## src/hw/speed_detector_consts.svh

```systemverilog
// Purpose: Offsets, field positions, reset values and timing counts
// Assumes: 100 MHz aclk, AXI4-Lite word access
// Notes:   Byte address of a register is four times its index
`ifndef SPEED_DETECTOR_CONSTS_SVH
`define SPEED_DETECTOR_CONSTS_SVH

// ----------------------------------------
// Register indexes
// ----------------------------------------
`define IDX_OVS_THRESH  6'h0C
`define IDX_CFG_STATUS  6'h0D
`define IDX_PULSES_UPD  6'h0E
`define IDX_IRQ_STATUS  6'h10
`define IDX_IRQ_MASK    6'h11

// ----------------------------------------
// Configuration and status fields
// ----------------------------------------
`define BIT_CONFIGURED  0
`define BIT_FORCE_ERR   1
`define BIT_OW_FOUND    4
`define BIT_OW_TEST     5
`define BIT_OVS_NOW     10
`define BIT_OVS_SEEN    11
`define BIT_RELAY       12
`define BIT_RCTL0       14
`define BIT_RCTL1       15
`define CFG_WR_MASK     16'hC023

// ----------------------------------------
// Interrupt fields
// ----------------------------------------
`define IRQ_W           3
`define IRQ_OVS         0
`define IRQ_OW          1
`define IRQ_UPD         2

// ----------------------------------------
// Reset values and bus answers
// ----------------------------------------
`define REG16_RESET     16'h0000
`define RESP_OKAY       2'h0
`define RESP_SLVERR     2'h2

// ----------------------------------------
// Timing
// ----------------------------------------
`define CLK_PERIOD_NS   10
`define SPEED16_WIN_NS  5000000
`define SPEED16_WIN_CYC (`SPEED16_WIN_NS / `CLK_PERIOD_NS)
`define HZ_PER_WIN_CNT  8'hC8

`endif

```

## src/hw/speed_detector_pkg.sv

```systemverilog
// Purpose: Types shared by the speed detector register bank
// Assumes: Constants come from speed_detector_consts.svh
// Notes:   Types only
package speed_detector_pkg;

  typedef enum logic [0:0] {
    RD_IDLE = 1'b0,
    RD_RESP = 1'b1
  } rd_state_type;

  typedef logic [15:0] reg16_type;

endpackage

```

## src/hw/speed_detector_regs.sv

```systemverilog
// Purpose: Speed detector register bank with speed measurement
// Assumes: pulse_in and sensor_open synchronous to aclk
// Notes:   AXI4-Lite slave, one read and one write in flight
//
// Functional notes
// - Index 13: write config, read status
// - Bit 0 configures; zero halts measurements
// - Bit 1 force-error flag is only stored, status echoes it
// - Bit 5 enables open-wire test, echoed
// - Status bit 4 shows open wire found
// - Status bit 10 shows current overspeed
// - Bit 11 latches overspeed, read clears
// - Status bit 12 shows relay energized
// - Index 14 holds pulses per 32-bit update
// - Index 12 holds overspeed threshold
// - 16-bit speed refreshes every 5 ms
// - 32-bit speed refreshes per pulse count
`timescale 1ns/1ps
`include "speed_detector_consts.svh"

module speed_detector_regs
#(
  parameter int ADDR_W     = 8,
  parameter int WIN_CYCLES = `SPEED16_WIN_CYC
)
(
  input  wire logic                         aclk,
  input  wire logic                         aresetn,
  input  wire logic [ADDR_W-1:0]            s_axi_awaddr,
  input  wire logic                         s_axi_awvalid,
  output logic                              s_axi_awready,
  input  wire logic [31:0]                  s_axi_wdata,
  input  wire logic [3:0]                   s_axi_wstrb,
  input  wire logic                         s_axi_wvalid,
  output logic                              s_axi_wready,
  output logic [1:0]                        s_axi_bresp,
  output logic                              s_axi_bvalid,
  input  wire logic                         s_axi_bready,
  input  wire logic [ADDR_W-1:0]            s_axi_araddr,
  input  wire logic                         s_axi_arvalid,
  output logic                              s_axi_arready,
  output logic [31:0]                       s_axi_rdata,
  output logic [1:0]                        s_axi_rresp,
  output logic                              s_axi_rvalid,
  input  wire logic                         s_axi_rready,
  input  wire logic                         pulse_in,
  input  wire logic                         sensor_open,
  output speed_detector_pkg::reg16_type     speed16,
  output logic [31:0]                       speed32,
  output logic                              relay_energize,
  output logic                              irq
);
  import speed_detector_pkg::*;

  // ----------------------------------------
  // Elaboration checks
  // ----------------------------------------
  generate
    if (ADDR_W < 8 || WIN_CYCLES < 2)
    begin : g_bad_param
      $error("speed_detector_regs: ADDR_W or WIN_CYCLES too small");
    end
  endgenerate

  // ----------------------------------------
  // State
  // ----------------------------------------
  logic               awready_reg, awready_next;
  logic               wready_reg, wready_next;
  logic               aw_held_reg, aw_held_next;
  logic               w_held_reg, w_held_next;
  logic [5:0]         waddr_reg, waddr_next;
  logic [31:0]        wdata_reg, wdata_next;
  logic [3:0]         wstrb_reg, wstrb_next;
  logic               bvalid_reg, bvalid_next;
  logic [1:0]         bresp_reg, bresp_next;
  rd_state_type       rd_state_reg, rd_state_next;
  logic [31:0]        rdata_reg, rdata_next;
  logic [1:0]         rresp_reg, rresp_next;
  reg16_type          thresh_reg, thresh_next;
  reg16_type          cfg_reg, cfg_next;
  reg16_type          ppu_reg, ppu_next;
  logic [`IRQ_W-1:0]  ist_reg, ist_next;
  logic [`IRQ_W-1:0]  imask_reg, imask_next;
  logic               ovs_seen_reg, ovs_seen_next;
  logic               ovs_now_reg, ovs_now_next;
  logic               ow_reg, ow_next;
  logic               relay_reg, relay_next;
  logic               irq_reg, irq_next;
  logic               pulse_q_reg, pulse_q_next;
  logic [31:0]        win_cnt_reg, win_cnt_next;
  reg16_type          win_pulses_reg, win_pulses_next;
  reg16_type          speed16_reg, speed16_next;
  logic [31:0]        cyc_cnt_reg, cyc_cnt_next;
  reg16_type          upd_pulses_reg, upd_pulses_next;
  logic [31:0]        speed32_reg, speed32_next;

  logic               do_write;
  logic               do_read;
  logic [5:0]         raddr;
  logic               configured;
  logic               pulse_edge;
  logic               ovs_event;
  logic               ow_event;
  logic               upd_event;
  reg16_type          status_word;

  function automatic reg16_type merge16(
    input reg16_type  old_v,
    input logic [31:0] wd,
    input logic [3:0]  ws
  );
    reg16_type res;
    res = old_v;
    if (ws[0])
    begin
      res[7:0] = wd[7:0];
    end
    if (ws[1])
    begin
      res[15:8] = wd[15:8];
    end
    return res;
  endfunction

  assign configured = cfg_reg[`BIT_CONFIGURED];
  assign do_write   = aw_held_reg & w_held_reg & ~bvalid_reg;
  assign do_read    = (rd_state_reg == RD_IDLE) & s_axi_arvalid;
  assign raddr      = s_axi_araddr[7:2];

  // ----------------------------------------
  // Measurement datapath
  // ----------------------------------------
  always_comb
  begin
    pulse_q_next    = pulse_in;
    pulse_edge      = pulse_in & ~pulse_q_reg;
    win_cnt_next    = win_cnt_reg;
    win_pulses_next = win_pulses_reg;
    speed16_next    = speed16_reg;
    cyc_cnt_next    = cyc_cnt_reg;
    upd_pulses_next = upd_pulses_reg;
    speed32_next    = speed32_reg;
    upd_event       = 1'b0;
    if (!configured)
    begin
      // Unconfigured stops both measurements; last values stay
      win_cnt_next    = 32'h0000_0000;
      win_pulses_next = `REG16_RESET;
      cyc_cnt_next    = 32'h0000_0000;
      upd_pulses_next = `REG16_RESET;
    end
    else
    begin
      if (win_cnt_reg == 32'(WIN_CYCLES - 1))
      begin
        // Window count times 200 gives Hz for a 5 ms window
        speed16_next    = 16'(win_pulses_reg * `HZ_PER_WIN_CNT);
        win_cnt_next    = 32'h0000_0000;
        win_pulses_next = {15'h0000, pulse_edge};
      end
      else
      begin
        win_cnt_next    = win_cnt_reg + 32'h0000_0001;
        win_pulses_next = win_pulses_reg + {15'h0000, pulse_edge};
      end
      cyc_cnt_next = cyc_cnt_reg + 32'h0000_0001;
      if (pulse_edge)
      begin
        // Zero pulse count means no 32-bit updates at all
        if (ppu_reg != `REG16_RESET &&
            upd_pulses_reg + 16'h0001 >= ppu_reg)
        begin
          speed32_next    = cyc_cnt_reg + 32'h0000_0001;
          cyc_cnt_next    = 32'h0000_0000;
          upd_pulses_next = `REG16_RESET;
          upd_event       = 1'b1;
        end
        else
        begin
          upd_pulses_next = upd_pulses_reg + 16'h0001;
        end
      end
    end
  end

  // ----------------------------------------
  // Status and events
  // ----------------------------------------
  always_comb
  begin
    ovs_now_next = configured & (speed16_reg > thresh_reg);
    ow_next      = cfg_reg[`BIT_OW_TEST] & sensor_open;
    relay_next   = ovs_now_reg;
    ovs_event    = ovs_now_next & ~ovs_now_reg;
    ow_event     = ow_next & ~ow_reg;
    status_word  = `REG16_RESET;
    status_word[`BIT_CONFIGURED] = configured;
    status_word[`BIT_FORCE_ERR]  = cfg_reg[`BIT_FORCE_ERR];
    status_word[`BIT_OW_FOUND]   = ow_reg;
    status_word[`BIT_OW_TEST]    = cfg_reg[`BIT_OW_TEST];
    status_word[`BIT_OVS_NOW]    = ovs_now_reg;
    status_word[`BIT_OVS_SEEN]   = ovs_seen_reg;
    status_word[`BIT_RELAY]      = relay_reg;
    status_word[`BIT_RCTL0]      = cfg_reg[`BIT_RCTL0];
    status_word[`BIT_RCTL1]      = cfg_reg[`BIT_RCTL1];
    // A new event wins over the clear of the same read
    ovs_seen_next = (ovs_seen_reg &
                     ~(do_read && raddr == `IDX_CFG_STATUS)) |
                    ovs_now_reg;
    ist_next = ist_reg;
    if (do_read && raddr == `IDX_IRQ_STATUS)
    begin
      ist_next = '0;
    end
    ist_next[`IRQ_OVS] = ist_next[`IRQ_OVS] | ovs_event;
    ist_next[`IRQ_OW]  = ist_next[`IRQ_OW] | ow_event;
    ist_next[`IRQ_UPD] = ist_next[`IRQ_UPD] | upd_event;
    irq_next = |(ist_reg & imask_reg);
  end

  // ----------------------------------------
  // AXI4-Lite write path
  // ----------------------------------------
  always_comb
  begin
    aw_held_next = aw_held_reg;
    w_held_next  = w_held_reg;
    waddr_next   = waddr_reg;
    wdata_next   = wdata_reg;
    wstrb_next   = wstrb_reg;
    bvalid_next  = bvalid_reg;
    bresp_next   = bresp_reg;
    thresh_next  = thresh_reg;
    cfg_next     = cfg_reg;
    ppu_next     = ppu_reg;
    imask_next   = imask_reg;
    if (s_axi_awvalid && awready_reg)
    begin
      aw_held_next = 1'b1;
      waddr_next   = s_axi_awaddr[7:2];
    end
    if (s_axi_wvalid && wready_reg)
    begin
      w_held_next = 1'b1;
      wdata_next  = s_axi_wdata;
      wstrb_next  = s_axi_wstrb;
    end
    if (do_write)
    begin
      aw_held_next = 1'b0;
      w_held_next  = 1'b0;
      bvalid_next  = 1'b1;
      bresp_next   = `RESP_OKAY;
      case (waddr_reg)
        `IDX_OVS_THRESH:
          thresh_next = merge16(thresh_reg, wdata_reg, wstrb_reg);
        `IDX_CFG_STATUS:
          // Only defined config bits store; the rest read back as status bits or 0
          cfg_next = merge16(cfg_reg, wdata_reg, wstrb_reg) &
                     `CFG_WR_MASK;
        `IDX_PULSES_UPD:
          ppu_next = merge16(ppu_reg, wdata_reg, wstrb_reg);
        `IDX_IRQ_MASK:
          if (wstrb_reg[0])
          begin
            imask_next = wdata_reg[`IRQ_W-1:0];
          end
        default:
          bresp_next = `RESP_SLVERR;
      endcase
    end
    if (bvalid_reg && s_axi_bready)
    begin
      bvalid_next = 1'b0;
    end
    awready_next = ~aw_held_next & ~bvalid_next;
    wready_next  = ~w_held_next & ~bvalid_next;
  end

  // ----------------------------------------
  // AXI4-Lite read path
  // ----------------------------------------
  always_comb
  begin
    rd_state_next = rd_state_reg;
    rdata_next    = rdata_reg;
    rresp_next    = rresp_reg;
    case (rd_state_reg)
      RD_IDLE:
        if (s_axi_arvalid)
        begin
          rd_state_next = RD_RESP;
          rresp_next    = `RESP_OKAY;
          rdata_next    = 32'h0000_0000;
          case (raddr)
            `IDX_OVS_THRESH: rdata_next[15:0] = thresh_reg;
            `IDX_CFG_STATUS: rdata_next[15:0] = status_word;
            `IDX_PULSES_UPD: rdata_next[15:0] = ppu_reg;
            `IDX_IRQ_STATUS: rdata_next[`IRQ_W-1:0] = ist_reg;
            `IDX_IRQ_MASK:   rdata_next[`IRQ_W-1:0] = imask_reg;
            default:         rresp_next = `RESP_SLVERR;
          endcase
        end
      RD_RESP:
        if (s_axi_rready)
        begin
          rd_state_next = RD_IDLE;
        end
      default:
        rd_state_next = RD_IDLE;
    endcase
  end

  // ----------------------------------------
  // Registers
  // ----------------------------------------
  always_ff @(posedge aclk)
  begin
    if (!aresetn)
    begin
      awready_reg    <= 1'b0;
      wready_reg     <= 1'b0;
      aw_held_reg    <= 1'b0;
      w_held_reg     <= 1'b0;
      waddr_reg      <= 6'h00;
      wdata_reg      <= 32'h0000_0000;
      wstrb_reg      <= 4'h0;
      bvalid_reg     <= 1'b0;
      bresp_reg      <= `RESP_OKAY;
      rd_state_reg   <= RD_IDLE;
      rdata_reg      <= 32'h0000_0000;
      rresp_reg      <= `RESP_OKAY;
      thresh_reg     <= `REG16_RESET;
      cfg_reg        <= `REG16_RESET;
      ppu_reg        <= `REG16_RESET;
      ist_reg        <= '0;
      imask_reg      <= '0;
      ovs_seen_reg   <= 1'b0;
      ovs_now_reg    <= 1'b0;
      ow_reg         <= 1'b0;
      relay_reg      <= 1'b0;
      irq_reg        <= 1'b0;
      pulse_q_reg    <= 1'b0;
      win_cnt_reg    <= 32'h0000_0000;
      win_pulses_reg <= `REG16_RESET;
      speed16_reg    <= `REG16_RESET;
      cyc_cnt_reg    <= 32'h0000_0000;
      upd_pulses_reg <= `REG16_RESET;
      speed32_reg    <= 32'h0000_0000;
    end
    else
    begin
      awready_reg    <= awready_next;
      wready_reg     <= wready_next;
      aw_held_reg    <= aw_held_next;
      w_held_reg     <= w_held_next;
      waddr_reg      <= waddr_next;
      wdata_reg      <= wdata_next;
      wstrb_reg      <= wstrb_next;
      bvalid_reg     <= bvalid_next;
      bresp_reg      <= bresp_next;
      rd_state_reg   <= rd_state_next;
      rdata_reg      <= rdata_next;
      rresp_reg      <= rresp_next;
      thresh_reg     <= thresh_next;
      cfg_reg        <= cfg_next;
      ppu_reg        <= ppu_next;
      ist_reg        <= ist_next;
      imask_reg      <= imask_next;
      ovs_seen_reg   <= ovs_seen_next;
      ovs_now_reg    <= ovs_now_next;
      ow_reg         <= ow_next;
      relay_reg      <= relay_next;
      irq_reg        <= irq_next;
      pulse_q_reg    <= pulse_q_next;
      win_cnt_reg    <= win_cnt_next;
      win_pulses_reg <= win_pulses_next;
      speed16_reg    <= speed16_next;
      cyc_cnt_reg    <= cyc_cnt_next;
      upd_pulses_reg <= upd_pulses_next;
      speed32_reg    <= speed32_next;
    end
  end

  assign s_axi_awready  = awready_reg;
  assign s_axi_wready   = wready_reg;
  assign s_axi_bvalid   = bvalid_reg;
  assign s_axi_bresp    = bresp_reg;
  assign s_axi_arready  = (rd_state_reg == RD_IDLE);
  assign s_axi_rvalid   = (rd_state_reg == RD_RESP);
  assign s_axi_rdata    = rdata_reg;
  assign s_axi_rresp    = rresp_reg;
  assign speed16        = speed16_reg;
  assign speed32        = speed32_reg;
  assign relay_energize = relay_reg;
  assign irq            = irq_reg;

endmodule

```

## config.mk

```make
export PLATFORM = sky130hd
export DESIGN_NAME = speed_detector_regs
export DESIGN_NICKNAME = d
export VERILOG_FILES = /design/src/hw/speed_detector_pkg.sv /design/src/hw/speed_detector_regs.sv
export VERILOG_INCLUDE_DIRS = /design/src /design/src/hw
export SDC_FILE = /design/constraint.sdc
export NUM_CORES = 1
export LEC_CHECK = 0
export BUFFER_PORTS_ARGS = -buffer_cell sky130_fd_sc_hd__buf_2
export CAP_MARGIN = 20
export CORE_MARGIN = 2
export CORE_UTILIZATION = 48
export CTS_CLUSTER_SIZE = 8
export DETAILED_ROUTE_END_ITERATION = 16
export PLACE_DENSITY = 0.66
export SLEW_MARGIN = 20
export SYNTH_ARGS = -nofsm -noshare
export SYNTH_HDL_FRONTEND = slang
export SYNTH_SLANG_ARGS = --single-unit
```

## constraint.sdc

```tcl
create_clock -name aclk -period 3.7 [get_ports aclk]
set_input_delay 0.74 -clock aclk [delete_from_list [all_inputs] [get_ports aclk]]
set_output_delay 0.74 -clock aclk [all_outputs]
set_load 0.1 [all_outputs]
```

==> flow_summary.yaml, run 1 <==
status:
  status: "complete, no violations"
place:
  hpwlAfterDp_um: 18510
  gp_congestion: 0.8158
  io_buffers: 108
global_routing:
  grt_max_degree: 103
  grt_pass1_wl_um: 42040
  grt_antenna_before_repair: 3
  grt-ovfl-total: 0
  track_usage: 0.2113
  grt_pass1_vias: 8389
layout:
  drive_above_1_share: 0.1289
  fin_util: 0.5659
  syn_to_final_growth_pct: 15.31
  multi_input_area_mm2: 0.005889
  layout.nets: 1513
  seqCellArea_mm2: 0.004705
  nFillCells: 2098
hold_path:
  hp-class: "in2reg"
drt:
  drt-initial-drc-count: 433
  routedWlPerCell_um: 15.28
  drc: 0
  drtAntennaViolNets: 0
  vias: 8960
  routed_wl_um: 26040
  vias_per_cell: 5.258
  drt_pre_antenna_iters: 4
timing:
  period_needed_ps: 3367
  slew_headroom: 0.3923
  rsz0062_at_grt: "no"
  min_period_over_period: 0.9100
  worstMarginPinSlew_ps: 911.5
  hold_violations: 0
  fin_skew_ps: 15.78
  setup_violations: 0
  max_freq_mhz: 297.0
  finalSetupTns_ps: 0
  slew_viol_final: 0
worst_setup_path:
  end_kind: "flip-flop"
  crit_slowest_cell: "a2111o_1"
  crit_fanout: 31
  cp_num_buf_inv: 2
  cp-start-kind: "flip-flop"
  cp_cell_sequence: "ha_1, nand3_1, nor2_1, nand3_1, nor2_1, xnor2_1, inv_1, ha_1, a21oi_1, nor2_1, a2111o_1, a211oi_4, nor3_2, buf_4, a211oi_1"
  cp_slowest_stage_delay_ps: 440
  critPathRequiredTime_ps: 4100
  cp.arrival_ps: 3760
  cp_common_cell: "nor2_1"
  crit_type: "reg2reg"
  critical-path-top-delay-family: "compound AO/OA/AOI/OAI gates"
run:
  cap_violations: 0
floorplanning:
  dieHeight_um: 156.6
  core_mm2: 0.02278
  die_x_um: 156.6
  ios: 152
  rows: 55
  initial_core_util: 0.4908
  dieArea_mm2: 0.02453
clock_tree:
  cts.clk_slew.worst_paths_ps: 50
  cts_sinks: 235
  clock_tree.root_cell: "clkbuf_16"
  htree_levels: 2
  clockBufferDepth: 3
  postCtsHoldBufs: 0
  numCtsBuffers: 35
  clk_latency_ps: 500
  cts_tree: "yes"
power:
  p_total_mw: 5.650
  peakVddDrop_uv: 314.3
  leakage_nw: 5.230
  p_per_area_mw_per_mm2: 438.3
yosys:
  synth-seq-cells: 235
  ys.warnings.count: 0
  synth_area_per_cell_um2: 8.734
  synth-seq-area-share: 0.4208
  ys_types: 61
  synth_edf_count: 0
  async_flop_share: 0
  synth.cell_area_mm2: 0.01118
  synth_ff_type: "dfxtp_1"
  syn_inst: 1280
-- what timing repair did --
item                       CTS  global route
setup endpoints to repair    0             1
resized for setup            0             1
setup buffers                0             0
-- cells by family (layout without fill, tap and decap cells) --
logic type	after synthesis	count (layout)	synth area share
AND/OR/NAND/NOR	463	463	0.1924
flip-flops	235	235	0.4208
AO/OA/AOI/OAI	193	193	0.1059
buffers and inverters	154	243	0.06200
XOR/XNOR	97	97	0.07599
multiplexers	69	69	0.06178
adder cells (fa/ha/maj)	68	68	0.08081
other	1	23	0.0003354
-- per-layer routing --
| metal | up-vias | part of all wire | routed length, µm | GRT usage |
|---|---|---|---|---|
| met2 | 205 | 0.45 | 11800 | 0.3436 |
| met3 | 36 | 0.061 | 1591 | 0.05262 |
| met4 | 2 | 0.016 | 422 | 0.05723 |
| met5 | - | 0.00050 | 13 | 0 |
| met1 | 4193 | 0.47 | 12210 | 0.2803 |
| li1 | 4524 | - | - | - |
-- final timing paths --
| check | start | end | slack (ps) | cells after the start |
|---|---|---|---|---|
| worst max register to register | upd_pulses_reg[0]$_SDFFE_PN0P_ | speed32[6]$_SDFFE_PN0P_ | 330 | 15 |
| worst min register to register | win_cnt_reg[0]$_SDFF_PP0_ | win_cnt_reg[0]$_SDFF_PP0_ | 460 | 1 |
| worst max-delay path | upd_pulses_reg[0]$_SDFFE_PN0P_ | speed32[6]$_SDFFE_PN0P_ | 330 | 15 |
| worst min-delay path | s_axi_rready | s_axi_rvalid$_SDFF_PN0_ | 430 | 2 |
-- cell usage in the layout (no fill, tap or decap), types with 5 or more instances in the layout --
cell type  instances
dfxtp_1          235
nor2_1           190
buf_2            108
nand2_1          103
a21oi_1           90
inv_1             79
mux2i_1           69
ha_1              61
xnor2_1           52
xor2_1            45
nand3_1           45
clkbuf_16         36
a211oi_1          33
o21ai_0           26
conb_1            21
nor3_1            20
and3_1            19
nand4_1           19
and4_1            11
buf_4             11
nor4_1            10
and2_1             9
a22oi_1            8
or3_1              7
fa_1               7
a21o_1             6
o22ai_1            5
-- final cells by class --
class	count	share of cell area
clock buffer	40	0.07182
sequential	235	0.3649
timing repair buffer	120	0.04989
tap	313	0.03038
antenna	2	0.0003882
multi-input combinational	911	0.4569
inverter	81	0.02378
clock inverter	2	0.001941
-- cells in the mapped netlist (5+ instances only) --
library cell	count	area [µm²]
nand4_1	19	118.9
nor4_1	10	62.56
a21o_1	6	45.04
and3_1	19	118.9
xnor2_1	52	455.4
inv_1	79	296.5
ha_1	61	763.2
nand3_1	45	225.2
fa_1	7	140.1
clkbuf_1	38	142.6
and2_1	9	56.30
or3_1	7	43.79
nor2_1	191	716.9
xor2_1	45	394.1
and4_1	11	96.34
dfxtp_1	235	4705
a21oi_1	90	450.4
nand2_1	103	386.6
buf_2	10	50.05
nor3_1	21	105.1
mux2i_1	69	690.7
o21ai_0	26	130.1
a211oi_1	33	247.7
o22ai_1	5	31.28
a22oi_1	8	60.06
buf_4	21	157.7
-- through the flow --
| stage | cell area (µm²) | cells | worst slack (ps) | hold slack [ps] |
|---|---|---|---|---|
| floorplan | 11250 | 1300 | 538.6 | 429.7 |
| CTS | 12880 | 1702 | 244.7 | 411.1 |
| finish | 12890 | 1704 | 333.1 | 428.0 |
| detailed placement | 11930 | 1660 | 272.5 | 453.4 |
| global placement | 11930 | 1660 | 319.6 | 442.5 |
| global route | 12890 | 1702 | 51.70 | 410.2 |
-- power by group --
| part | internal, mW | switching [mW] |
|---|---|---|
| clock network | 1.74 | 1.05 |
| registers | 2.56 | 0.0214 |
| logic | 0.0464 | 0.236 |
| total | 4.35 | 1.30 |
Power figures use the tool's default switching activity.
==> inputs of run 2 (changes only) <==
clock period = 3.3 ns   (was 3.7 ns; I/O delays follow)
==> flow_summary.yaml, run 2 (synthesis results as in run 1) <==
drt:
  drc: 0
  drt_pre_antenna_iters: 5
  routedWlPerCell_um: 15.30
  routed_wl_um: 26140
  vias: 8928
  vias_per_cell: 5.224
  drtAntennaViolNets: 0
  drt-initial-drc-count: 460
floorplanning:
  dieArea_mm2: 0.02453
  initial_core_util: 0.4908
  dieHeight_um: 156.6
  core_mm2: 0.02278
  ios: 152
  rows: 55
  die_x_um: 156.6
timing:
  finalSetupTns_ps: 0
  period_needed_ps: 3125
  setup_violations: 0
  hold_violations: 0
  worstMarginPinSlew_ps: 772.0
  timing.final.ws_setup_ps: 175.0
  max_freq_mhz: 320.0
  slew_headroom: 0.4843
  slew_viol_final: 0
  min_period_over_period: 0.9470
  fin_skew_ps: 12.33
  rsz0062_at_grt: "yes"
worst_setup_path:
  cp-start-kind: "flip-flop"
  crit_type: "reg2reg"
  critPathRequiredTime_ps: 3700
  crit_fanout: 31
  cp.arrival_ps: 3530
  end_kind: "flip-flop"
place:
  hpwlAfterDp_um: 18540
  dp_cells: 1664
  post-place-ws_ps: 17.00
  io_buffers: 108
  gp_congestion: 0.8311
global_routing:
  grt_antenna_before_repair: 3
  grt_pass1_vias: 8457
  track_usage: 0.2119
  grt_max_degree: 49
  grt-ovfl-total: 0
  grt_pass1_wl_um: 42000
clock_tree:
  clockBufferDepth: 3
  clock_tree.root_cell: "clkbuf_16"
  htree_levels: 2
  cts_tree: "yes"
  postCtsHoldBufs: 0
  cts.clk_slew.worst_paths_ps: 50
  cts_sinks: 235
  numCtsBuffers: 35
  clk_latency_ps: 500
layout:
  layout.nets: 1520
  seqCellArea_mm2: 0.004707
  syn_to_final_growth_pct: 16.82
  nFillCells: 2033
  multi_input_area_mm2: 0.005944
  drive_above_1_share: 0.1442
  final_common_cell: "dfxtp_1"
  fin_util: 0.5734
  final_cell_mix: "233 x dfxtp_1, 188 x nor2_1, 108 x buf_2"
  instances_no_fill: 1709
power:
  peakVddDrop_uv: 356.4
  p_per_area_mw_per_mm2: 490.3
  leakage_nw: 5.298
  p_total_mw: 6.404
run:
  cap_violations: 0
hold_path:
  hp-class: "in2reg"
status:
  status: "complete, no violations"
## run 2: path summary, 6_finish.rpt
check,from,endpoint,slack [ps],depth (start not counted)
max,upd_pulses_reg[2]$_SDFFE_PN0P_,speed32[21]$_SDFFE_PN0P_,170,14
min,s_axi_rready,s_axi_rvalid$_SDFF_PN0_,360,2
max reg2reg,upd_pulses_reg[2]$_SDFFE_PN0P_,speed32[21]$_SDFFE_PN0P_,170,14
min reg2reg,win_cnt_reg[0]$_SDFF_PP0_,win_cnt_reg[0]$_SDFF_PP0_,450,1
## run 2: worst max-delay path, stage by stage, from the launching register on
cell and delay, ps:
dfxtp_1 410, and2_1 170, and4_1 300, buf_4 160, nand2_1 50, xnor2_1 180, ha_1 270, a21oi_1 160
nor2_1 60, a2111o_1 420, a211oi_2 170, buf_4 190, nor3_2 70, buf_12 180, a211oi_1 220
## run 2: layer usage
metal / wire (µm) / vias to the layer above / track usage
met2: 11850 / 206 / 0.3497
met4: 519 / 2 / 0.05941
met1: 12180 / 4153 / 0.2795
met5: 13 / - / 0
li1: - / 4528 / -
met3: 1582 / 39 / 0.04708
## run 2: repair_timing
item                       4_1_cts  5_1_grt
resized for setup                1       15
pin swaps                        0        2
buffers inserted                 0        3
gates cloned                     0        0
setup endpoints to repair        2       77
## run 2: final cells by class
cell class                      count  area share
Tap cell                          313     0.02999
Inverter                           81     0.02347
Clock inverter                      3    0.004215
Multi-Input combinational cell    911      0.4552
Antenna cell                        2   0.0003832
Clock buffer                       37     0.06927
Timing Repair Buffer              127     0.05710
Sequential cell                   235      0.3604
## run 2: where the power goes
group | switching [mW] | leakage, nW | internal (mW)
Clock | 1.19 | 0.470 | 2.00
Combinational | 0.267 | 2.93 | 0.0545
Sequential | 0.0238 | 1.90 | 2.87
## run 2: stage by stage
step,hold WS [ps],area (µm²)
floorplan,429.7,11250
global placement,442.9,12010
detailed placement,450.4,12010
CTS,344.6,12970
global route,350.3,13060
finish,357.0,13060
==> inputs of run 3 (changes only) <==
CORE_UTILIZATION = 30   (was 48)
PLACE_DENSITY = 0.45   (was 0.66)
RECOVER_POWER = 100   (was unset)
==> flow_summary.yaml, run 3 (synthesis results as in run 1) <==
clock_tree:
  clock_tree.root_cell: "clkbuf_16"
  clk_latency_ps: 540
  cts.clk_slew.worst_paths_ps: 50
  numCtsBuffers: 36
  postCtsHoldBufs: 0
  clockBufferDepth: 3
  cts_sinks: 235
  htree_levels: 2
  cts_tree: "yes"
timing:
  max_freq_mhz: 323.4
  timing.final.ws_setup_ps: 207.7
  min_period_over_period: 0.9371
  fin_skew_ps: 33.16
  period_needed_ps: 3092
  worstMarginPinSlew_ps: 1986
  finalSetupTns_ps: 0
  slew_viol_final: 60
  hold_violations: 0
  setup_violations: 0
  slew_headroom: -0.3255
  fin_hold_ws_ps: 297.8
layout:
  syn_to_final_growth_pct: 19.38
  instances_no_fill: 1878
  final_cell_mix: "229 x dfxtp_1, 188 x nor2_1, 103 x nand2_1"
  layout.nets: 1531
  nFillCells: 3821
  fin_util: 0.3637
  antenna-diode-count: 0
  finalInstanceArea_mm2: 0.01335
  final_common_cell: "dfxtp_1"
  drive_above_1_share: 0.1000
place:
  post-place-ws_ps: 75.67
  gp_congestion: 0.7512
  dpl_cell_area_mm2: 0.01226
  hpwlAfterDp_um: 20600
  io_buffers: 108
  dp_cells: 1823
power:
  p_total_mw: 6.692
  p_per_area_mw_per_mm2: 501.4
  peakVddDrop_uv: 276.2
  leakage_nw: 5.097
drt:
  routed_wl_um: 29000
  vias: 8953
  drc: 0
  vias_per_cell: 4.767
  wl_met3_um: 1261
  drtAntennaViolNets: 0
  routed.top_layer: "met4"
  routedWlPerCell_um: 15.44
  dr_wl_met2_um: 12610
  drt_pre_antenna_iters: 5
  met1Wirelength_um: 14530
  drt-initial-drc-count: 356
worst_setup_path:
  crit_fanout: 11
  r2r_cells: 15
  worst_r2r_endpoint: "upd_pulses_reg[13]$_SDFFE_PN0P_"
  critPathRequiredTime_ps: 3750
  r2r-start: "upd_pulses_reg[1]$_SDFFE_PN0P_"
  crit_type: "reg2reg"
  cp.arrival_ps: 3540
  cp-start-kind: "flip-flop"
  end_kind: "flip-flop"
  rrSetupSlack_ps: 210
floorplanning:
  core_mm2: 0.03670
  initial_core_util: 0.3046
  dieArea_mm2: 0.03882
  ios: 152
  die_x_um: 197.0
  dieHeight_um: 197.0
  rows: 70
global_routing:
  grt_antenna_before_repair: 0
  track_usage: 0.1514
  grt_pass1_vias: 8648
  grt_max_degree: 60
  grt-ovfl-total: 0
  grt_pass1_wl_um: 46820
hold_path:
  min_path_cells: 2
  hp-class: "in2reg"
  holdCritStartpoint: "s_axi_rready"
  hold_path_end: "s_axi_rvalid$_SDFF_PN0_"
run:
  cap_violations: 1
status:
  violations: "capacitance limit, slew limit"
  status: "finished with violations"
run 3: critical path, cell delays in order (launching register included):
cell and delay (ps):
dfxtp_2 360, and3_1 200, and4_4 280, and3_1 180
xnor2_1 140, inv_1 70, ha_1 290, nand3_1 80
nand2_1 60, a2111o_1 450, a211oi_2 230, buf_6 160
o311ai_4 80, buf_4 190, buf_12 140, nor2_1 90
run 3: worst max path at each step:
| stage | startpoint | end | slack (ps) | cells past startpoint |
|---|---|---|---|---|
| floorplan | upd_pulses_reg[0]$_SDFFE_PN0P_ | cyc_cnt_reg[23]$_SDFF_PN0_ | 140 | 16 |
| CTS | upd_pulses_reg[1]$_SDFFE_PN0P_ | speed32[0]$_SDFFE_PN0P_ | 30 | 14 |
| finish | upd_pulses_reg[1]$_SDFFE_PN0P_ | upd_pulses_reg[13]$_SDFFE_PN0P_ | 210 | 15 |
| global placement | upd_pulses_reg[0]$_SDFFE_PN0P_ | speed32[26]$_SDFFE_PN0P_ | 130 | 15 |
| global route | upd_pulses_reg[0]$_SDFFE_PN0P_ | speed32[26]$_SDFFE_PN0P_ | -3 | 15 |
| detailed placement | upd_pulses_reg[1]$_SDFFE_PN0P_ | speed32[4]$_SDFFE_PN0P_ | 80 | 14 |
run 3: what timing repair did:
action                                  CTS  global route
hold endpoints to repair                  0             0
endpoints found under the setup margin    0            78
resized for setup                         0            23
setup buffers                             0             8
run 3: metal layers:
layer | vias up | track usage
met5 | - | 0
met1 | 4201 | 0.2098
met3 | 40 | 0.03688
li1 | 4573 | -
met4 | 0 | 0.04678
met2 | 139 | 0.2319
run 3: report_power, final:
group	total, mW	internal [mW]	switching [mW]
clock network	3.48	2.15	1.33
registers	2.89	2.87	0.0246
logic	0.324	0.0532	0.271
total	6.69	5.07	1.62
run 3: layout make-up:
type                            count  area, µm²  share of cell area
Multi-Input combinational cell    911       5937              0.4448
Sequential cell                   235       4712              0.3531
Clock buffer                       43      978.4             0.07331
Timing Repair Buffer              137      753.2             0.05644
Tap cell                          468      585.6             0.04387
Inverter                           81      304.0             0.02278
Clock inverter                      3      76.32            0.005719
